--- config.mk ---
export PLATFORM = sky130hd
export DESIGN_NAME = dvcr_regs
export DESIGN_NICKNAME = d
export VERILOG_FILES = /design/src/dvcr_pkg.sv /design/src/dvcr_div_decode.sv /design/src/dvcr_seed_sel.sv /design/src/dvcr_regs.sv
export SDC_FILE = /design/constraint.sdc
export NUM_CORES = 1
export LEC_CHECK = 0
export BUFFER_PORTS_ARGS = -buffer_cell sky130_fd_sc_hd__clkbuf_2
export CELL_PAD_IN_SITES_DETAIL_PLACEMENT = 0
export CELL_PAD_IN_SITES_GLOBAL_PLACEMENT = 1
export CORE_MARGIN = 2
export CORE_UTILIZATION = 30
export CTS_BUF_LIST = sky130_fd_sc_hd__clkbuf_4
export CTS_CLUSTER_SIZE = 14
export DETAILED_ROUTE_END_ITERATION = 12
export HOLD_SLACK_MARGIN = 0.15
export MAX_ROUTING_LAYER = met4
export PLACE_DENSITY = 0.66
export SETUP_SLACK_MARGIN = 0.4
export SKIP_LAST_GASP = 1
export SYNTH_ARGS = -nofsm -noshare
export SYNTH_HDL_FRONTEND = slang
export SYNTH_HIERARCHICAL = 1
export SYNTH_SLANG_ARGS = --single-unit
--- constraint.sdc ---
create_clock -name i_mclk -period 2.1 [get_ports i_mclk]
set_input_delay 0.105 -clock i_mclk [delete_from_list [all_inputs] [get_ports i_mclk]]
set_output_delay 0.105 -clock i_mclk [all_outputs]
set_load 0.005 [all_outputs]
--- src/dvcr_pkg.sv ---
// dvcr_pkg: constants, register map and carrier types for the divider / calibration-start / ramp-threshold registers
package dvcr_pkg;

   // ------------------------------------------------------------
   // bus geometry and responses
   // ------------------------------------------------------------
   localparam int unsigned DVCR_ADDR_W = 12;
   localparam int unsigned DVCR_IDX_W = 10;
   localparam logic [1:0] DVCR_RESP_OKAY = 2'h0;
   localparam logic [1:0] DVCR_RESP_SLVERR = 2'h2;

   // ------------------------------------------------------------
   // register indices (byte address = index * 4)
   // ------------------------------------------------------------
   localparam logic [9:0] DVCR_IDX_CTRL = 10'h000;
   localparam logic [9:0] DVCR_IDX_STATUS = 10'h001;
   localparam logic [9:0] DVCR_IDX_OUT_DIV = 10'h04b;
   localparam logic [9:0] DVCR_IDX_FIXED_A = 10'h04c;
   localparam logic [9:0] DVCR_IDX_FIXED_B = 10'h04d;
   localparam logic [9:0] DVCR_IDX_CAL_START = 10'h04e;
   localparam logic [9:0] DVCR_IDX_THR_UPPER = 10'h04f;
   localparam logic [9:0] DVCR_IDX_THR_LOWER = 10'h050;

   // ------------------------------------------------------------
   // reset values
   // ------------------------------------------------------------
   localparam logic [15:0] DVCR_RST_OUT_DIV = 16'h0800;
   localparam logic [15:0] DVCR_RST_FIXED_A = 16'h000c;
   localparam logic [15:0] DVCR_RST_FIXED_B = 16'h0000;
   localparam logic [15:0] DVCR_RST_CAL_START = 16'h0064;
   localparam logic [15:0] DVCR_RST_THR_UPPER = 16'h0000;
   localparam logic [15:0] DVCR_RST_THR_LOWER = 16'h0000;

   // ------------------------------------------------------------
   // field positions
   // ------------------------------------------------------------
   localparam int unsigned DVCR_DIV_SEL_LSB = 6;
   localparam int unsigned DVCR_DIV_SEL_MSB = 10;
   localparam int unsigned DVCR_THR_TOP_BIT = 11;
   localparam int unsigned DVCR_RECAL_CUR_BIT = 9;
   localparam int unsigned DVCR_CAP_LSB = 1;
   localparam int unsigned DVCR_CAP_MSB = 8;
   localparam int unsigned DVCR_CTRL_SOFT_RST_BIT = 0;
   localparam logic [7:0] DVCR_CAP_MAX = 8'hb7;

   // ------------------------------------------------------------
   // divide select codes and ratios
   // ------------------------------------------------------------
   localparam logic [4:0] DVCR_DIV_CODE_2 = 5'h00;
   localparam logic [4:0] DVCR_DIV_CODE_4 = 5'h01;
   localparam logic [4:0] DVCR_DIV_CODE_8 = 5'h03;
   localparam logic [4:0] DVCR_DIV_CODE_16 = 5'h05;
   localparam logic [4:0] DVCR_DIV_CODE_32 = 5'h07;
   localparam logic [4:0] DVCR_DIV_CODE_64 = 5'h09;
   localparam logic [4:0] DVCR_DIV_CODE_128 = 5'h0c;
   localparam logic [4:0] DVCR_DIV_CODE_256 = 5'h0e;

   // ------------------------------------------------------------
   // carrier types
   // ------------------------------------------------------------
   localparam int unsigned DVCR_CORE_W = 3;
   localparam int unsigned DVCR_BIAS_W = 9;

   typedef struct packed {
      logic [DVCR_CORE_W-1:0] core_select;
      logic [7:0] cap_start;
      logic [DVCR_BIAS_W-1:0] bias_start;
   } dvcr_cal_seed_t;

   typedef struct packed {
      logic [15:0] output_divider_config;
      logic [15:0] fixed_config_word_a;
      logic [15:0] fixed_config_word_b;
      logic [15:0] calibration_start_config;
      logic [15:0] ramp_threshold_upper;
      logic [15:0] ramp_threshold_lower;
   } dvcr_regs_t;

endpackage

--- src/dvcr_div_decode.sv ---
// dvcr_div_decode: maps the output divide select code onto its divide ratio
`timescale 1ns/1ps
module dvcr_div_decode
   import dvcr_pkg::*;
(
   input wire logic [4:0] i_code,
   output logic [8:0] o_ratio,
   output logic o_valid
);

   // ------------------------------------------------------------
   // decode
   // ------------------------------------------------------------
   always_comb begin
      o_valid = 1'b1;
      case (i_code)
         DVCR_DIV_CODE_2: o_ratio = 9'h002;
         DVCR_DIV_CODE_4: o_ratio = 9'h004;
         DVCR_DIV_CODE_8: o_ratio = 9'h008;
         DVCR_DIV_CODE_16: o_ratio = 9'h010;
         DVCR_DIV_CODE_32: o_ratio = 9'h020;
         DVCR_DIV_CODE_64: o_ratio = 9'h040;
         DVCR_DIV_CODE_128: o_ratio = 9'h080;
         DVCR_DIV_CODE_256: o_ratio = 9'h100;
         default: begin
            // unused codes give ratio zero so the divider can hold off
            o_ratio = 9'h000;
            o_valid = 1'b0;
         end
      endcase
   end

endmodule // dvcr_div_decode

--- src/dvcr_seed_sel.sv ---
// dvcr_seed_sel: picks the calibration starting point, programmed or currently active
`timescale 1ns/1ps
module dvcr_seed_sel
   import dvcr_pkg::*;
(
   input wire logic i_use_current,
   input wire dvcr_cal_seed_t i_programmed,
   input wire dvcr_cal_seed_t i_active,
   output dvcr_cal_seed_t o_seed
);

   // ------------------------------------------------------------
   // select
   // ------------------------------------------------------------
   always_comb begin
      // starting from the active values skips the coarse search, quick for small hops
      o_seed = i_use_current ? i_active : i_programmed;
   end

endmodule // dvcr_seed_sel

--- src/dvcr_regs.sv ---
// dvcr_regs: AXI4-Lite register slice for output divider, calibration start and ramp threshold
//
// How it works
// - divide codes 0,1,3,5,7,9,12,14 give 2..256
// - soft reset restores both fixed words
// - threshold is start bit 11, upper, lower
// - threshold bounds oscillator change before recalibration
// - recalibration starts programmed or from active values
// - cap start code seeds calibration, reset 32h
//
// Local design decision: register access over AXI4-Lite.
`timescale 1ns/1ps
module dvcr_regs
   import dvcr_pkg::*;
(
   input wire logic i_mclk,
   input wire logic i_rst_n,
   input wire logic i_s_axi_awvalid,
   output logic o_s_axi_awready,
   input wire logic [DVCR_ADDR_W-1:0] i_s_axi_awaddr,
   input wire logic i_s_axi_wvalid,
   output logic o_s_axi_wready,
   input wire logic [31:0] i_s_axi_wdata,
   input wire logic [3:0] i_s_axi_wstrb,
   output logic o_s_axi_bvalid,
   input wire logic i_s_axi_bready,
   output logic [1:0] o_s_axi_bresp,
   input wire logic i_s_axi_arvalid,
   output logic o_s_axi_arready,
   input wire logic [DVCR_ADDR_W-1:0] i_s_axi_araddr,
   output logic o_s_axi_rvalid,
   input wire logic i_s_axi_rready,
   output logic [31:0] o_s_axi_rdata,
   output logic [1:0] o_s_axi_rresp,
   input wire logic [DVCR_CORE_W-1:0] i_prog_core_select,
   input wire logic [DVCR_BIAS_W-1:0] i_prog_bias_start,
   input wire dvcr_cal_seed_t i_active_seed,
   output logic [8:0] o_divide_ratio,
   output logic o_divide_code_valid,
   output logic [15:0] o_fixed_config_word_a,
   output logic [15:0] o_fixed_config_word_b,
   output logic [32:0] o_ramp_recal_threshold,
   output logic o_recal_from_current_enable,
   output dvcr_cal_seed_t o_cal_seed
);

   // ------------------------------------------------------------
   // state
   // ------------------------------------------------------------
   typedef struct packed {
      logic awready;
      logic wready;
      logic bvalid;
      logic [1:0] bresp;
      logic arready;
      logic rvalid;
      logic [1:0] rresp;
      logic [31:0] rdata;
      logic aw_have;
      logic w_have;
      logic [DVCR_IDX_W-1:0] aw_idx;
      logic [15:0] wdata;
      logic [1:0] wstrb;
      dvcr_regs_t regs;
      logic [8:0] ratio;
      logic ratio_ok;
      logic [32:0] thresh;
      logic recal_cur;
      dvcr_cal_seed_t seed;
   } dvcr_state_t;

   localparam dvcr_regs_t DVCR_REGS_RST = '{
      output_divider_config: DVCR_RST_OUT_DIV,
      fixed_config_word_a: DVCR_RST_FIXED_A,
      fixed_config_word_b: DVCR_RST_FIXED_B,
      calibration_start_config: DVCR_RST_CAL_START,
      ramp_threshold_upper: DVCR_RST_THR_UPPER,
      ramp_threshold_lower: DVCR_RST_THR_LOWER
   };

   localparam dvcr_state_t DVCR_STATE_RST = '{
      awready: 1'b1,
      wready: 1'b1,
      bvalid: 1'b0,
      bresp: DVCR_RESP_OKAY,
      arready: 1'b1,
      rvalid: 1'b0,
      rresp: DVCR_RESP_OKAY,
      rdata: 32'h0000_0000,
      aw_have: 1'b0,
      w_have: 1'b0,
      aw_idx: DVCR_IDX_CTRL,
      wdata: 16'h0000,
      wstrb: 2'h0,
      regs: DVCR_REGS_RST,
      ratio: 9'h002,
      ratio_ok: 1'b1,
      thresh: 33'h0_0000_0000,
      recal_cur: 1'b0,
      seed: '0
   };

   dvcr_state_t s_reg;
   dvcr_state_t s_next;

   logic [8:0] dec_ratio;
   logic dec_ok;
   dvcr_cal_seed_t prog_seed;
   dvcr_cal_seed_t sel_seed;
   logic wr_fire;
   logic soft_hit;
   logic cap_in_range;
   logic [DVCR_IDX_W-1:0] rd_idx;

   function automatic logic [15:0] merge_lanes(input logic [15:0] old, input logic [15:0] data,
                                               input logic [1:0] strb);
      return {strb[1] ? data[15:8] : old[15:8], strb[0] ? data[7:0] : old[7:0]};
   endfunction

   // ------------------------------------------------------------
   // decode and seed selection
   // ------------------------------------------------------------
   dvcr_div_decode u_div_decode (
      .i_code(s_reg.regs.output_divider_config[DVCR_DIV_SEL_MSB:DVCR_DIV_SEL_LSB]),
      .o_ratio(dec_ratio),
      .o_valid(dec_ok)
   );

   assign prog_seed = '{
      core_select: i_prog_core_select,
      cap_start: s_reg.regs.calibration_start_config[DVCR_CAP_MSB:DVCR_CAP_LSB],
      bias_start: i_prog_bias_start
   };

   dvcr_seed_sel u_seed_sel (
      .i_use_current(s_reg.regs.calibration_start_config[DVCR_RECAL_CUR_BIT]),
      .i_programmed(prog_seed),
      .i_active(i_active_seed),
      .o_seed(sel_seed)
   );

   assign wr_fire = s_reg.aw_have && s_reg.w_have && !s_reg.bvalid;
   assign soft_hit = wr_fire && (s_reg.aw_idx == DVCR_IDX_CTRL) && s_reg.wstrb[0]
                     && s_reg.wdata[DVCR_CTRL_SOFT_RST_BIT];
   assign cap_in_range = s_reg.regs.calibration_start_config[DVCR_CAP_MSB:DVCR_CAP_LSB] <= DVCR_CAP_MAX;
   assign rd_idx = i_s_axi_araddr[DVCR_ADDR_W-1:2];

   // ------------------------------------------------------------
   // next state
   // ------------------------------------------------------------
   always_comb begin
      s_next = s_reg;
      // write address and data are taken independently, each held until the response
      if (i_s_axi_awvalid && s_reg.awready) begin
         s_next.aw_have = 1'b1;
         s_next.aw_idx = i_s_axi_awaddr[DVCR_ADDR_W-1:2];
         s_next.awready = 1'b0;
      end
      if (i_s_axi_wvalid && s_reg.wready) begin
         s_next.w_have = 1'b1;
         s_next.wdata = i_s_axi_wdata[15:0];
         s_next.wstrb = i_s_axi_wstrb[1:0];
         s_next.wready = 1'b0;
      end
      if (s_reg.bvalid && i_s_axi_bready) begin
         s_next.bvalid = 1'b0;
         s_next.awready = 1'b1;
         s_next.wready = 1'b1;
      end
      if (wr_fire) begin
         s_next.aw_have = 1'b0;
         s_next.w_have = 1'b0;
         s_next.bvalid = 1'b1;
         s_next.bresp = DVCR_RESP_OKAY;
         case (s_reg.aw_idx)
            DVCR_IDX_CTRL: begin
               if (soft_hit) begin
                  s_next.regs = DVCR_REGS_RST;
               end
            end
            DVCR_IDX_OUT_DIV: begin
               s_next.regs.output_divider_config =
                  merge_lanes(s_reg.regs.output_divider_config, s_reg.wdata, s_reg.wstrb);
            end
            DVCR_IDX_FIXED_A: begin
               s_next.regs.fixed_config_word_a =
                  merge_lanes(s_reg.regs.fixed_config_word_a, s_reg.wdata, s_reg.wstrb);
            end
            DVCR_IDX_FIXED_B: begin
               s_next.regs.fixed_config_word_b =
                  merge_lanes(s_reg.regs.fixed_config_word_b, s_reg.wdata, s_reg.wstrb);
            end
            DVCR_IDX_CAL_START: begin
               s_next.regs.calibration_start_config =
                  merge_lanes(s_reg.regs.calibration_start_config, s_reg.wdata, s_reg.wstrb);
            end
            DVCR_IDX_THR_UPPER: begin
               s_next.regs.ramp_threshold_upper =
                  merge_lanes(s_reg.regs.ramp_threshold_upper, s_reg.wdata, s_reg.wstrb);
            end
            DVCR_IDX_THR_LOWER: begin
               s_next.regs.ramp_threshold_lower =
                  merge_lanes(s_reg.regs.ramp_threshold_lower, s_reg.wdata, s_reg.wstrb);
            end
            default: begin
               // status is read-only; it and unmapped words refuse the write
               s_next.bresp = DVCR_RESP_SLVERR;
            end
         endcase
      end
      if (s_reg.rvalid && i_s_axi_rready) begin
         s_next.rvalid = 1'b0;
         s_next.arready = 1'b1;
      end
      if (i_s_axi_arvalid && s_reg.arready) begin
         s_next.arready = 1'b0;
         s_next.rvalid = 1'b1;
         s_next.rresp = DVCR_RESP_OKAY;
         case (rd_idx)
            DVCR_IDX_CTRL: s_next.rdata = 32'h0000_0000;
            DVCR_IDX_STATUS: s_next.rdata = {20'h0_0000, s_reg.recal_cur, cap_in_range, s_reg.ratio_ok, s_reg.ratio};
            DVCR_IDX_OUT_DIV: s_next.rdata = {16'h0000, s_reg.regs.output_divider_config};
            DVCR_IDX_FIXED_A: s_next.rdata = {16'h0000, s_reg.regs.fixed_config_word_a};
            DVCR_IDX_FIXED_B: s_next.rdata = {16'h0000, s_reg.regs.fixed_config_word_b};
            DVCR_IDX_CAL_START: s_next.rdata = {16'h0000, s_reg.regs.calibration_start_config};
            DVCR_IDX_THR_UPPER: s_next.rdata = {16'h0000, s_reg.regs.ramp_threshold_upper};
            DVCR_IDX_THR_LOWER: s_next.rdata = {16'h0000, s_reg.regs.ramp_threshold_lower};
            default: begin
               s_next.rdata = 32'h0000_0000;
               s_next.rresp = DVCR_RESP_SLVERR;
            end
         endcase
      end
      // derived outputs follow the stored words one cycle later
      s_next.ratio = dec_ratio;
      s_next.ratio_ok = dec_ok;
      s_next.thresh = {s_reg.regs.calibration_start_config[DVCR_THR_TOP_BIT],
                       s_reg.regs.ramp_threshold_upper, s_reg.regs.ramp_threshold_lower};
      s_next.recal_cur = s_reg.regs.calibration_start_config[DVCR_RECAL_CUR_BIT];
      s_next.seed = sel_seed;
   end

   always_ff @(posedge i_mclk or negedge i_rst_n) begin
      if (!i_rst_n) begin
         s_reg <= DVCR_STATE_RST;
      end else begin
         s_reg <= s_next;
      end
   end

   // ------------------------------------------------------------
   // outputs
   // ------------------------------------------------------------
   assign o_s_axi_awready = s_reg.awready;
   assign o_s_axi_wready = s_reg.wready;
   assign o_s_axi_bvalid = s_reg.bvalid;
   assign o_s_axi_bresp = s_reg.bresp;
   assign o_s_axi_arready = s_reg.arready;
   assign o_s_axi_rvalid = s_reg.rvalid;
   assign o_s_axi_rdata = s_reg.rdata;
   assign o_s_axi_rresp = s_reg.rresp;
   assign o_divide_ratio = s_reg.ratio;
   assign o_divide_code_valid = s_reg.ratio_ok;
   assign o_fixed_config_word_a = s_reg.regs.fixed_config_word_a;
   assign o_fixed_config_word_b = s_reg.regs.fixed_config_word_b;
   assign o_ramp_recal_threshold = s_reg.thresh;
   assign o_recal_from_current_enable = s_reg.recal_cur;
   assign o_cal_seed = s_reg.seed;

   // ------------------------------------------------------------
   // checks
   // ------------------------------------------------------------
   div_ratio_a: assert property (@(posedge i_mclk) disable iff (!i_rst_n)
      (s_reg.regs.output_divider_config[DVCR_DIV_SEL_MSB:DVCR_DIV_SEL_LSB] == 5'h0c)
      |=> (o_divide_ratio == 9'h080) && o_divide_code_valid)
      else $error("divide code 12 did not give ratio 128");

   div_unused_a: assert property (@(posedge i_mclk) disable iff (!i_rst_n)
      (s_reg.regs.output_divider_config[DVCR_DIV_SEL_MSB:DVCR_DIV_SEL_LSB] == 5'h02)
      |=> !o_divide_code_valid && (o_divide_ratio == 9'h000))
      else $error("unused divide code flagged as valid");

   soft_fixed_a: assert property (@(posedge i_mclk) disable iff (!i_rst_n)
      soft_hit |=> (o_fixed_config_word_a == 16'h000c) && (o_fixed_config_word_b == 16'h0000))
      else $error("fixed words not restored by soft reset");

   soft_cap_a: assert property (@(posedge i_mclk) disable iff (!i_rst_n)
      soft_hit |=> (s_reg.regs.calibration_start_config == 16'h0064) ##1 (o_cal_seed.cap_start == 8'h32
      || o_recal_from_current_enable))
      else $error("cap start code not back at reset value");

   thresh_join_a: assert property (@(posedge i_mclk) disable iff (!i_rst_n)
      1'b1 |=> o_ramp_recal_threshold == {$past(s_reg.regs.calibration_start_config[DVCR_THR_TOP_BIT]),
      $past(s_reg.regs.ramp_threshold_upper), $past(s_reg.regs.ramp_threshold_lower)})
      else $error("ramp threshold assembled wrongly");

   // the edge that releases reset still loads the reset seed, so no attempt starts there
   seed_prog_a: assert property (@(posedge i_mclk) disable iff (!i_rst_n)
      i_rst_n && !s_reg.regs.calibration_start_config[DVCR_RECAL_CUR_BIT]
      |=> o_cal_seed == $past(prog_seed))
      else $error("calibration did not start from programmed values");

   seed_active_a: assert property (@(posedge i_mclk) disable iff (!i_rst_n)
      s_reg.regs.calibration_start_config[DVCR_RECAL_CUR_BIT]
      |=> (o_cal_seed == $past(i_active_seed)) && o_recal_from_current_enable)
      else $error("calibration did not start from active values");

   upper_write_a: assert property (@(posedge i_mclk) disable iff (!i_rst_n)
      (wr_fire && (s_reg.aw_idx == DVCR_IDX_THR_UPPER) && (s_reg.wstrb == 2'h3))
      |=> (s_reg.regs.ramp_threshold_upper == $past(s_reg.wdata)) && o_s_axi_bvalid)
      else $error("threshold upper word did not take the write");

   write_resp_a: assert property (@(posedge i_mclk) disable iff (!i_rst_n)
      (o_s_axi_bvalid && !i_s_axi_bready) |=> o_s_axi_bvalid && $stable(o_s_axi_bresp))
      else $error("write response dropped before it was taken");

endmodule // dvcr_regs

== After elaboration in Yosys (flattened, before gate mapping) ==
Index checks and enable logic that the tools add are counted.

* $lt $le $gt $ge: 1
* Eq/ne operators: 33
* Mux-type cells: 24
* Reduce and logical (&&, ||, !) cells: 41

{| class="wikitable"
|+ Operator list
! operator !! count
|-
| case mux 16 bit (2 select lines) || 6
|-
| == test 10 x 7 -> 1 bit (second input constant) || 12
|-
| case mux 16 bit (7 select lines) || 1
|-
| two-way mux 96 bit || 1
|-
| case mux 9 bit (8 select lines) || 1
|-
| AND reduction 4 bit || 12
|-
| two-way mux 36 bit || 1
|-
| != test 2 bit (second input constant) || 13
|-
| nonzero test 2 bit || 12
|-
| logical NOT 10 bit || 2
|-
| two-way mux 20 bit || 1
|-
| two-way mux 8 bit || 2
|-
| OR reduction 8 bit || 2
|-
| == test 5 x 4 -> 1 bit (second input constant) || 3
|-
| == test 10 x 1 -> 1 bit (second input constant) || 1
|-
| == test 5 x 3 -> 1 bit (second input constant) || 2
|-
| logical AND 1 bit || 10
|-
| less-or-equal comparator 8 bit (second input constant) || 1
|-
| two-way mux 2 bit || 4
|-
| OR reduction 7 bit || 1
|-
| two-way mux 3 bit || 2
|-
| == test 5 x 1 -> 1 bit (second input constant) || 1
|-
| == test 5 x 2 -> 1 bit (second input constant) || 1
|-
| logical NOT 5 bit || 1
|-
| 2 further kinds || 6
|}

* Bits in registers: 231
* Input bits: 99
* Output and inout bits: 137
* Logic and storage cells: 131

== Longest topological paths before layout ==
Gate-level depths: netlist of the first run.

* Word-level depth: 7
* Depth in mapped cells: 7
* Mapped depth without buffers: 4

== Modules after synthesis ==
The synthesis of the first run kept the hierarchy.

{| class="wikitable"
|+ Modules (own cells, without submodules)
! module !! instances !! cells each !! area each (µm²) !! sequential area each (µm²)
|-
| dvcr_regs || 1 || 707 || 9187.6 || 5343.9
|-
| dvcr_seed_sel || 1 || 22 || 322.8 || 0.0
|-
| dvcr_div_decode || 1 || 21 || 130.1 || 0.0
|}

== Worst setup path before layout of the first run ==
Ideal clock, no wire load.

* Path kind: register -> register
* Start: register s_reg[182] (netlist bit)
* End: register s_reg (netlist bit o_fixed_config_word_a[0])
* Setup time: 121 ps
* Arrival time: 2182 ps
* Required time: 1979 ps
* Slack: -203 ps
* Cell stages (with the launch flop): 6
* Buffers on the path: 1
* Clock period less this slack: 2303 ps
* Cell sequence: dfrtp_1 -> or4_1 -> buf_2 -> or4_4 -> a211o_4 -> a22o_1

* Cells in the longest elaborated chain, start to end: 6
* Elaborated cells on any way between the ends: 10
* Those cells by class: eq/ne: 3; mux: 1; reduce/logical: 6

{| class="wikitable"
|+ RTL lines
! element !! line !! text
|-
| from (decl) || dvcr_regs.sv:103 || <nowiki>dvcr_state_t s_reg;</nowiki>
|-
| from (signal assigned) || dvcr_regs.sv:247 || <nowiki>s_reg <= s_next;</nowiki>
|-
| logical NOT 10 bit || dvcr_regs.sv:143, dvcr_regs.sv:175 ||
|-
| logical AND 1 bit (2 in a row) || dvcr_regs.sv:143 || <nowiki>assign soft_hit = wr_fire && (s_reg.aw_idx == DVCR_IDX_CTRL) && s_reg.wstrb[0]</nowiki>
|-
| logical AND 1 bit || dvcr_regs.sv:144 || <nowiki>&& s_reg.wdata[DVCR_CTRL_SOFT_RST_BIT];</nowiki>
|-
| != test 2 bit (no source line) || n/a ||
|-
| AND reduction 4 bit (no source line) || n/a ||
|}

Parallel ways exist; a longest one is shown, timed or not.
A chain may end at the register's enable or synchronous reset.

== Worst setup path after layout of the first run ==
* Start: register s_reg[187] (netlist bit)
* End: register s_reg (netlist bit o_fixed_config_word_a[0])

Same word-level chain as after synthesis.

==> metrics.md, run 1 <==
| Metric | Value |
|---|---|
| Outcome | complete, but fails checks |
| Failing checks | negative setup slack |
| Core Box Area | 31,600 sq um |
| CP max FO | 8 |
| Pleak | 6.08 nW |
| Most frequent CP cell | or4_4 |
| Psw | 3.36 mW |
| Worst Hold End | s_reg[169] |
| Overflow after GRT | 0 |
| Avg Cell Area, Syn | 12.9 sq um |
| Antenna viol nets, final | 0 |
| Cell-internal power | 7.48 mW |
| Initial antenna violation count | 1 |
| RR Startpoint | s_reg[187] |
| Worst setup EP type | flip-flop |
| Crit-path cells | or4_4 -> or4_4 -> a211o_4 -> a22o_1 |
| WHS | 0.220 ns |
| Starting DRT DRC Count | 345 |
| Die Height | 183 microns |
| Seq pwr share | 0.487 |
| Num ports | 236 |
| Top FF cell, synth | dfrtp_1 |
| Clock Skew | 0.0403 ns |
| # rows | 65 |
| CTS H-tree lvls | 2 |
| Post-Syn Instances | 750 |
| Power Density | 853 nW/um^2 |
| Sink Count | 213 |
| FF-to-FF End | o_fixed_config_word_a[0] |
| Seq/Total Area, Yosys | 0.554 |
| DIE AREA | 33,600 sq um |
| Maximum vdd drop | 0.415 mV |
| Clock-pin slew on the worst setup and hold paths | 0.07 ns |
| Final period util | 1.02 |
| First-pass GRT wire length | 43,000 microns |
| Netlist cell types | 62 |
| Worst-case reg-to-reg path depth | 4 |
| DR vias/cell | 4.79 |
| All-layer global routing usage | 0.171 |
| Max Cap Violations | 0 |
| Hold Crit Class | in2reg |
| Total CTS buffers | 57 |
| Largest net degree at the start of global routing | 59 |
| Util after Layout | 0.402 |
| Most common cell after layout, fill and taps aside | dfrtp_1 |
| Worst setup margin | -0.0389 ns |
| Switching Share | 0.310 |
| Cell count of the worst hold path | 3 |
| Max stage delay on crit path | 0.54 ns |
| GPL Wtd Cong | 0.810 |
| Largest family of logic cells by synthesized area | compound AO/OA/AOI/OAI gates |
| Port buffer count | 195 |
| Post-Synth Simple-Gate Area | 0.0755 |
| Synthesized cell area | 9640 sq um |
| Dpl ws | -0.160 ns |
| Worst R2R Setup Slack | -0.04 ns |
| Worst-Margin Slew | 0.634 ns |
| Synthesized-area fraction occupied by adder cells | 0 |
| Worst skew pair latency | 0.67 ns |
| WP data arrival | 2.66 ns |
| WS Path Type | reg2reg |
| Total wire length | 27,800 microns |
| YS warnings | 6 |
| Clk root buf | clkbuf_4 |
| Max Fclk | 0.468 GHz |
| Max-slew headroom | 0.574 |
| DRT Pass-1 Iters | 5 |
| Synthesized flop and latch total | 213 |
| Post-Synth XOR/XNOR Area | 0 |
| CTS max path bufs | 3 |
| Area Overhead vs Synth | 31.8% |
| Final hold vios | 0 |
| Tmin final | 2.14 ns |
| Asr flop ratio synth | 1.00 |
| Vias in the first global route | 7,504 |
| CP startpoint kind | flip-flop |
| Vias | 7,096 |
| RSZ-0062 raised after global routing | yes |
| Final instance area | 12,700 sq um |
| Most frequent cells in the layout | 201 x dfrtp_1, 194 x clkbuf_2, 106 x dlygate4sd3_1 |
| CP required | 2.62 ns |
| Die width | 183 microns |
| DR WL/cell | 18.8 microns |
| DP HPWL | 19,400 microns |
| Mux cell area share after synthesis | 0.102 |
| Clock power frac | 0.323 |
| Final Power | 10.8 mW |
| Dpl cell area | 10,600 sq um |
| Logic gate share of total power | 0.190 |
| Nets | 1,135 |
| Initial Util | 0.305 |
| HP Start | i_s_axi_wdata[7] |
| Share of cells above drive strength 1 | 0.429 |
| DRC | 0 |
| Max stage delay cell, worst path | or4_4 |
| Number of synthesized flops with an enable pin | 0 |
| Max FFs per register | 52 |
| Final-report max-slew violation count | 0 |
| Complex-gate fraction of the synthesized area | 0.143 |
| Final setup fails | 6 |
| TritonCTS clock tree | yes |
==> synthesized netlist by cell type (all sizes together), types with 5 or more instances <==
master,n,area share
nand4,7,0.0045
nor4,17,0.013
mux2,48,0.064
o211ai,7,0.0055
dfstp,11,0.030
o21ai,15,0.0078
and2,12,0.0078
buf,138,0.11
dfrtp,202,0.52
a21oi,6,0.0031
nor3,11,0.0062
and3,12,0.0078
nand3,5,0.0026
a2bb2oi,11,0.010
inv,21,0.0082
clkbuf,23,0.0090
a22o,81,0.074
a221oi,11,0.010
mux4,16,0.037
or3,5,0.0032
a22oi,12,0.0093
nand2,19,0.0074
nor2,9,0.0035
==> critical path: cells and delay by family, from the launching register on <==
kind            cells  cell delay (ns)
flops               1             0.37
simple gates        2             1.05
compound gates      2             0.61
==> layer usage <==
metal,track usage,vias to the layer above,wire length [microns]
met1,0.222,3541,12500
met2,0.267,248,13000
met3,0.0381,45,1730
met5,-,-,0
met4,0.0579,0,610
li1,-,3262,-
==> layout make-up <==
type	count	area (sq um)
multi-input combinational	372	3390
tap	402	503
timing repair buffer	371	2690
fill	3033	18900
clock buffer	83	623
clock inverter	18	72.6
sequential	213	5350
inverter	21	78.8
antenna	2	5.00
==> cell families (layout without fill, tap and decap cells) <==
logic type	Yosys count	in the layout
other	2	21
and+or+nand+nor	121	121
DFF	213	213
AOI/OAI and AO/OA	167	167
buffers and inverters	182	493
muxes	65	65
==> worst max-delay path by stage <==
stage               startpoint  slack [ns]                  endpoint
finish              s_reg[187]       -0.04  o_fixed_config_word_a[0]
global route        s_reg[187]       -0.11  o_fixed_config_word_a[0]
global placement    s_reg[182]       -0.19                s_reg[158]
CTS                 s_reg[187]       -0.09  o_fixed_config_word_a[0]
detailed placement  s_reg[182]       -0.16                s_reg[156]
floorplan           s_reg[182]       -0.19  o_fixed_config_word_a[0]
==> metrics by stage <==
step / std cells / TNS (ns)
floorplan: 767 / -5.10
global placement: 1263 / -2.82
detailed placement: 1263 / -4.00
CTS: 1476 / -0.575
global route: 1482 / -3.08
finish: 1482 / -0.122
==> repair_timing <==
item / CTS / global route
gates resized for setup: 28 / 17
pin swaps: 11 / 13
endpoints found under the setup margin: 97 / 100
hold endpoints to repair: 285 / 0
hold buffers: 107 / 0
setup buffers: 5 / 4
==> power by group through the flow <==
| stage | clock network (mW) | registers [mW] | logic, mW |
|---|---|---|---|
| 2_1_floorplan | 0 | 5.10 | 1.03 |
| 3_3_place_gp | 0 | 5.33 | 1.62 |
| 3_5_place_dp | 0 | 5.34 | 1.64 |
| 4_1_cts | 3.64 | 5.27 | 1.97 |
| 5_1_grt | 3.86 | 5.37 | 2.23 |
| 6_report | 3.50 | 5.29 | 2.06 |
Power figures use the tool's default switching activity.
==> run 2: changes to the inputs <==
--- a/config.mk
+++ b/config.mk
@@ -6,8 +6,6 @@
 export NUM_CORES = 1
 export LEC_CHECK = 0
 export BUFFER_PORTS_ARGS = -buffer_cell sky130_fd_sc_hd__clkbuf_2
-export CELL_PAD_IN_SITES_DETAIL_PLACEMENT = 0
-export CELL_PAD_IN_SITES_GLOBAL_PLACEMENT = 1
 export CORE_MARGIN = 2
 export CORE_UTILIZATION = 30
 export CTS_BUF_LIST = sky130_fd_sc_hd__clkbuf_4
@@ -15,7 +13,7 @@
 export DETAILED_ROUTE_END_ITERATION = 12
 export HOLD_SLACK_MARGIN = 0.15
 export MAX_ROUTING_LAYER = met4
-export PLACE_DENSITY = 0.66
+export PLACE_DENSITY = 0.56
 export SETUP_SLACK_MARGIN = 0.4
 export SKIP_LAST_GASP = 1
 export SYNTH_ARGS = -nofsm -noshare
==> run 2 against run 1 <==
  * The flow still finishes with violations (negative setup slack)
  * Register-to-register slack got worse by 0.08 ns
  * First-iteration DRC count increased by 19%
  * Combinational power increased by 11%
  * Critical path type unchanged
  * Critical endpoint is now o_fixed_config_word_a[6]
  * Highest routed layer unchanged
==> metrics.md, run 2 (synthesized netlist as in run 1, its figures left out) <==
| Metric | Value |
|---|---|
| Power Density | 876 nW/um^2 (+2.7%) |
| Max-slew headroom | 0.610 (+0.0357) |
| Die width | 183 microns (unchanged) |
| WP data arrival | 2.75 ns (+0.09 ns) |
| Crit-path cells | or4_4 -> or4_4 -> a211o_4 -> a22o_1 |
| Most common cell after layout, fill and taps aside | dfrtp_1 |
| Final period util | 1.05 (+0.0357) |
| Total wire length | 28,400 microns (+1.8%) |
| Dpl cells | 1,265 (+0.16%) |
| Max FFs per register | 52 (unchanged) |
| DR WL/cell | 18.9 microns (+0.81%) |
| DIE AREA | 33,600 sq um (unchanged) |
| Worst skew pair latency | 0.67 ns (about the same) |
| Max stage delay cell, worst path | or4_4 |
| RSZ-0062 raised after global routing | yes |
| Share of cells above drive strength 1 | 0.445 (+0.0157) |
| WS Path Type | reg2reg |
| Failing checks | negative setup slack |
| Layout fillers | 3,010 (-0.76%) |
| Area Overhead vs Synth | 34.6% |
| DP HPWL | 19,600 microns (+0.98%) |
| Num ports | 236 (unchanged) |
| Total CTS buffers | 58 (+1.8%) |
| Initial Util | 0.305 (unchanged) |
| Max stage delay on crit path | 0.56 ns (+0.02 ns) |
| Most frequent CP cell | or4_4 |
| Antenna viol nets, final | 0 (unchanged) |
| # rows | 65 (unchanged) |
| Worst-Margin Slew | 0.585 ns (-0.0488 ns) |
| Vias | 7,235 (+2.0%) |
| Buf+Inv Stages, Crit Path | 0 (unchanged) |
| Pleak | 6.19 nW (+1.8%) |
| Clock-pin slew on the worst setup and hold paths | 0.06 ns (about the same) |
| First-pass GRT wire length | 42,900 microns (-0.29%) |
| Maximum vdd drop | 0.501 mV (+21%) |
| Hold Crit Class | in2reg |
| DR vias/cell | 4.83 (+0.94%) |
| CTS max path bufs | 3 (unchanged) |
| Final setup fails | 28 (+22) |
| Worst setup margin | -0.114 ns (-0.0750 ns) |
| CTS H-tree lvls | 2 (unchanged) |
| Worst setup EP type | flip-flop |
| Initial antenna violation count | 1 (unchanged) |
| Setup tns final | -1.40 ns (-1.28 ns) |
| Vias in the first global route | 7,421 (-1.1%) |
| Final Power | 11.4 mW (+4.9%) |
| Port buffer count | 195 (unchanged) |
| Clock Skew | 0.0195 ns (-0.0208 ns) |
| Overflow after GRT | 0 (unchanged) |
| Clk root buf | clkbuf_4 |
| Die Height | 183 microns (unchanged) |
| Max Fclk | 0.452 GHz (-3.4%) |
| Core Box Area | 31,600 sq um (unchanged) |
| Sink Count | 213 (unchanged) |
| Final hold vios | 0 (unchanged) |
| Outcome | complete, but fails checks |
| Final-report max-slew violation count | 0 (unchanged) |
| CP max FO | 8 (unchanged) |
| Most frequent cells in the layout | 199 x dfrtp_1, 194 x clkbuf_2, 106 x dlygate4sd3_1 |
| TritonCTS clock tree | yes |
| All-layer global routing usage | 0.171 (-0.000616) |
| Largest net degree at the start of global routing | 72 (+22%) |
| Max Cap Violations | 0 (unchanged) |
| Tmin final | 2.21 ns (+0.0750 ns) |
| Nets | 1,147 (+1.1%) |
| DRT Pass-1 Iters | 5 (unchanged) |
| Top delay family on crit path | simple AND/OR/NAND/NOR gates |
| GPL Wtd Cong | 0.848 (+4.7%) |
| CP required | 2.64 ns (+0.02 ns) |
| DRC | 0 (unchanged) |
| CP startpoint kind | flip-flop |
| Starting DRT DRC Count | 410 (+19%) |
| Non-filler cells, final | 1,497 (+1.0%) |
-- run 2: changes by cell type in the layout (fill, tap and decap cells not counted), moves of 3 or more --
cell,change
buf_6,+6
clkbuf_4,+5
o21ai_0,-5
o21ai_1,+5
buf_4,+4
clkinv_1,+4
clkinv_2,-4
nor4_1,-3
-- run 2: worst reg2reg max path, stage by stage (launching register included) --
cell and delay [ns]:
dfrtp_1 0.37, or4_4 0.56, or4_4 0.51, a211o_4 0.40
a22o_1 0.24
-- run 2: cell type report --
| type | instances | area, sq um | area share |
|---|---|---|---|
| Sequential cell | 213 | 5350 | 0.412 |
| Multi-Input combinational cell | 372 | 3470 | 0.268 |
| Timing Repair Buffer | 382 | 2820 | 0.217 |
| Clock buffer | 88 | 661 | 0.0509 |
| Tap cell | 402 | 503 | 0.0388 |
| Clock inverter | 18 | 93.8 | 0.00723 |
| Inverter | 21 | 78.8 | 0.00608 |
| Antenna cell | 1 | 2.50 | 0.000193 |
-- run 2: layer usage --
layer / share of wire / vias to the layer above / wire length, microns / global-route usage
met5: 0 / - / 0 / -
li1: - / 3289 / - / -
met3: 0.055 / 57 / 1570 / 0.0336
met4: 0.022 / 0 / 612 / 0.0602
met2: 0.49 / 240 / 13900 / 0.272
met1: 0.43 / 3649 / 12200 / 0.218
-- run 2: path summary, 6_finish.rpt --
path	from	endpoint	slack, ns	depth (start not counted)
min	i_prog_bias_start[6]	o_cal_seed[6]	0.21	3
min in group asynchronous	i_rst_n	o_ramp_recal_threshold[19]	0.54	3
max reg2reg	s_reg[187]	o_fixed_config_word_a[6]	-0.11	4
min reg2reg	s_next[48]	o_ramp_recal_threshold[27]	0.41	0
max	s_reg[187]	o_fixed_config_word_a[6]	-0.11	4
max in group asynchronous	i_rst_n	o_s_axi_wready	0.78	4
-- run 2: report_power, final --
part / total, mW / internal, mW / switching, mW / leakage (nW)
Sequential: 5.34 / 4.60 / 0.733 / 2.83
Combinational: 2.29 / 1.20 / 1.09 / 2.91
Clock: 3.74 / 2.02 / 1.72 / 0.446
Total: 11.4 / 7.82 / 3.55 / 6.19
-- run 2: metrics by stage --
stage          hold WS (ns)  utilization  setup WS (ns)  area [sq um]
2_1_floorplan        -0.191            -         -0.187          9750
3_3_place_gp          0.129        0.337         -0.270         10700
3_5_place_dp          0.127        0.337         -0.310         10700
4_1_cts               0.151        0.405         -0.110         12800
5_1_grt               0.163        0.410         -0.156         13000
6_report              0.213        0.410         -0.114         13000
-- run 2: repair_timing --
action,CTS,global route
buffers inserted,12,7
endpoints found under the hold margin,270,0
setup endpoints to repair,97,112
hold buffers,106,0
resized for setup,45,25
pin swaps,24,24
==> run 3: changes to the inputs <==
--- a/config.mk
+++ b/config.mk
@@ -8,7 +8,7 @@
 export BUFFER_PORTS_ARGS = -buffer_cell sky130_fd_sc_hd__clkbuf_2
 export CORE_MARGIN = 2
 export CORE_UTILIZATION = 30
-export CTS_BUF_LIST = sky130_fd_sc_hd__clkbuf_4
+export CTS_BUF_LIST = sky130_fd_sc_hd__clkbuf_4 sky130_fd_sc_hd__clkbuf_8 sky130_fd_sc_hd__clkbuf_16
 export CTS_CLUSTER_SIZE = 14
 export DETAILED_ROUTE_END_ITERATION = 12
 export HOLD_SLACK_MARGIN = 0.15
==> run 3 against run 2 <==
  * The run still ends with negative setup slack left
  * Clock power increased by 25%
  * Highest routed layer unchanged
  * Hold slack got worse by 0.069 ns
  * Critical endpoint is now o_fixed_config_word_a[4]
  * Final cell count decreased by 6.1%
  * Die area unchanged
  * Largest cell class unchanged
  * First-iteration DRC count increased by 2.0%
  * Combinational power decreased by 4%
==> metrics.md, run 3 (synthesized netlist as in run 1, its figures left out) <==
| Metric | Value |
|---|---|
| Share of cells above drive strength 1 | 0.440 (-0.00547) |
| All-layer global routing usage | 0.165 (-0.00519) |
| DR WL/cell | 19.7 microns (+4.0%) |
| Outcome | complete, but fails checks |
| Worst-Margin Slew | 0.666 ns (+0.0813 ns) |
| Final setup fails | 19 (-32%) |
| Antenna viol nets, final | 0 (unchanged) |
| GPL Wtd Cong | 0.848 (unchanged) |
| First-pass GRT wire length | 41,600 microns (-2.9%) |
| Maximum vdd drop | 0.557 mV (+11%) |
| Num ports | 236 (unchanged) |
| Hold Crit Class | in2async |
| CP startpoint kind | flip-flop |
| Util after Layout | 0.404 (-0.00625) |
| Psw | 3.58 mW (+0.99%) |
| Final period util | 1.04 (-0.0110) |
| DR vias/cell | 4.89 (+1.2%) |
| Worst setup margin | -0.0908 ns (+0.0232 ns) |
| Max FFs per register | 52 (unchanged) |
| DRC | 0 (unchanged) |
| Core Box Area | 31,600 sq um (unchanged) |
| Final hold vios | 0 (unchanged) |
| Total wire length | 27,700 microns (-2.4%) |
| Global-route met1 utilization | 0.218 (about the same) |
| Die Height | 183 microns (unchanged) |
| Antenna Cells | 0 (-1) |
| Max-slew headroom | 0.552 (-0.0583) |
| Cell-internal power | 8.64 mW (+10%) |
| Clock power frac | 0.383 (+0.054) |
| DRT Pass-1 Iters | 7 (+2) |
| Clock Skew | 0.0139 ns (-0.00556 ns) |
| # rows | 65 (unchanged) |
| Total CTS buffers | 26 (-55%) |
| Die width | 183 microns (unchanged) |
| DIE AREA | 33,600 sq um (unchanged) |
| Dpl cell area | 10,700 sq um (unchanged) |
| Tmin final | 2.19 ns (-0.0232 ns) |
| Nets | 1,082 (-5.7%) |
| Overflow after GRT | 0 (unchanged) |
| Starting DRT DRC Count | 418 (+2.0%) |
| DP HPWL | 19,600 microns (unchanged) |
| Max Cap Violations | 0 (unchanged) |
| Vias in the first global route | 6,995 (-5.7%) |
| Power Density | 956 nW/um^2 (+9.1%) |
| Sink Count | 213 (unchanged) |
| Worst skew pair latency | 0.53 ns (-0.14 ns) |
| Routing usage on met3 | 0.0256 (-0.00794) |
| Switching Share | 0.293 (-0.0188) |
| Max Fclk | 0.456 GHz (+1.1%) |
| Seq pwr share | 0.437 (-0.032) |
| RSZ-0062 raised after global routing | yes |
| CP max FO | 8 (unchanged) |
| CTS max path bufs | 3 (unchanged) |
| CTS H-tree lvls | 1 (-1) |
| CP required | 2.51 ns (-0.13 ns) |
| Clock-pin slew on the worst setup and hold paths | 0.06 ns (about the same) |
| Port buffer count | 195 (unchanged) |
| WS Path Type | reg2reg |
| GRT busiest layer | met2 |
| Final-report max-slew violation count | 0 (unchanged) |
| Vias | 6,875 (-5.0%) |
| TritonCTS clock tree | yes |
| Logic gate share of total power | 0.180 (-0.022) |
| Most frequent cells in the layout | 199 x dfrtp_1, 194 x clkbuf_2, 81 x a22o_1 |
| Pleak | 6.04 nW (-2.5%) |
| Grt met2 use | 0.269 (-0.00288) |
| WP data arrival | 2.60 ns (-0.15 ns) |
| Largest net degree at the start of global routing | 72 (unchanged) |
| Clk root buf | clkbuf_16 |
| Worst setup EP type | flip-flop |
| Failing checks | negative setup slack |
| Initial antenna violation count | 0 (-1) |
| Area Overhead vs Synth | 32.5% |
| Initial Util | 0.305 (unchanged) |
| Final instance area | 12,800 sq um (-1.5%) |
| Most common cell after layout, fill and taps aside | dfrtp_1 |
-- run 3: cell count changes in the layout (fill, tap and decap cells not counted), moves of 2 or more --
cell	delta
dlygate4sd3_1	-31
clkbuf_16	+27
buf_12	-2
clkbuf_8	+8
nand3_4	+2
clkbuf_4	-85
nand3_2	-3
clkinv_1	-17
clkinvlp_4	+2
clkinv_2	+4
nor4b_2	+2
-- run 3: final cells by class --
type / count / area (sq um)
clock inverter: 10 / 113
multi-input combinational: 372 / 3470
inverter: 21 / 78.8
sequential: 213 / 5350
fill: 3005 / 18900
clock buffer: 38 / 808
timing repair buffer: 349 / 2460
tap: 402 / 503
-- run 3: final timing paths --
path	from	endpoint	slack, ns	cells past startpoint
max	s_reg[187]	o_fixed_config_word_a[4]	-0.09	4
min	i_rst_n	o_ramp_recal_threshold[19]	0.14	2
max reg2reg	s_reg[187]	o_fixed_config_word_a[4]	-0.09	4
min reg2reg	s_next[49]	o_ramp_recal_threshold[28]	0.41	0
max in group asynchronous	i_rst_n	o_s_axi_wready	1.19	3
min in group i_mclk	i_s_axi_araddr[6]	o_s_axi_rdata[10]	0.18	5
-- run 3: timing repair --
item                                   4_1_cts  5_1_grt
buffers inserted                             8        9
endpoints found under the hold margin      264        0
pin swaps                                   32       31
setup endpoints to repair                   97      108
gates resized for setup                     40       27
gates cloned                                 0        0
hold buffers                                75        0
-- run 3: layer usage --
layer / wire length (microns) / share of wire
met1: 12200 / 0.44
met2: 13400 / 0.48
met3: 1410 / 0.051
met4: 690 / 0.025
met5: 0 / 0
-- run 3: worst max-delay path: stages (launching register included) --
cell and delay [ns]:
dfrtp_1 0.37, or4_4 0.56, or4_4 0.51, a211o_4 0.40
a22o_1 0.24
-- run 3: stage by stage --
step / setup WS [ns] / power, mW / cells / hold WS (ns) / setup TNS (ns)
after global routing: -0.123 / 12.7 / 1405 / 0.186 / -2.34
after detailed placement: -0.310 / 7.04 / 1265 / 0.127 / -4.59
after CTS: -0.0909 / 12.1 / 1396 / 0.152 / -0.656
after global placement: -0.270 / 7.00 / 1265 / 0.129 / -4.06
after floorplan: -0.187 / 6.14 / 767 / -0.191 / -5.10
final: -0.0908 / 12.2 / 1405 / 0.143 / -0.638
-- run 3: power groups by stage --
stage	clock, mW	combinational, mW	sequential [mW]
global placement	0	1.65	5.36
finish	4.68	2.19	5.34
CTS	4.77	2.00	5.32
global route	4.92	2.38	5.40
detailed placement	0	1.67	5.37
floorplan	0	1.03	5.10
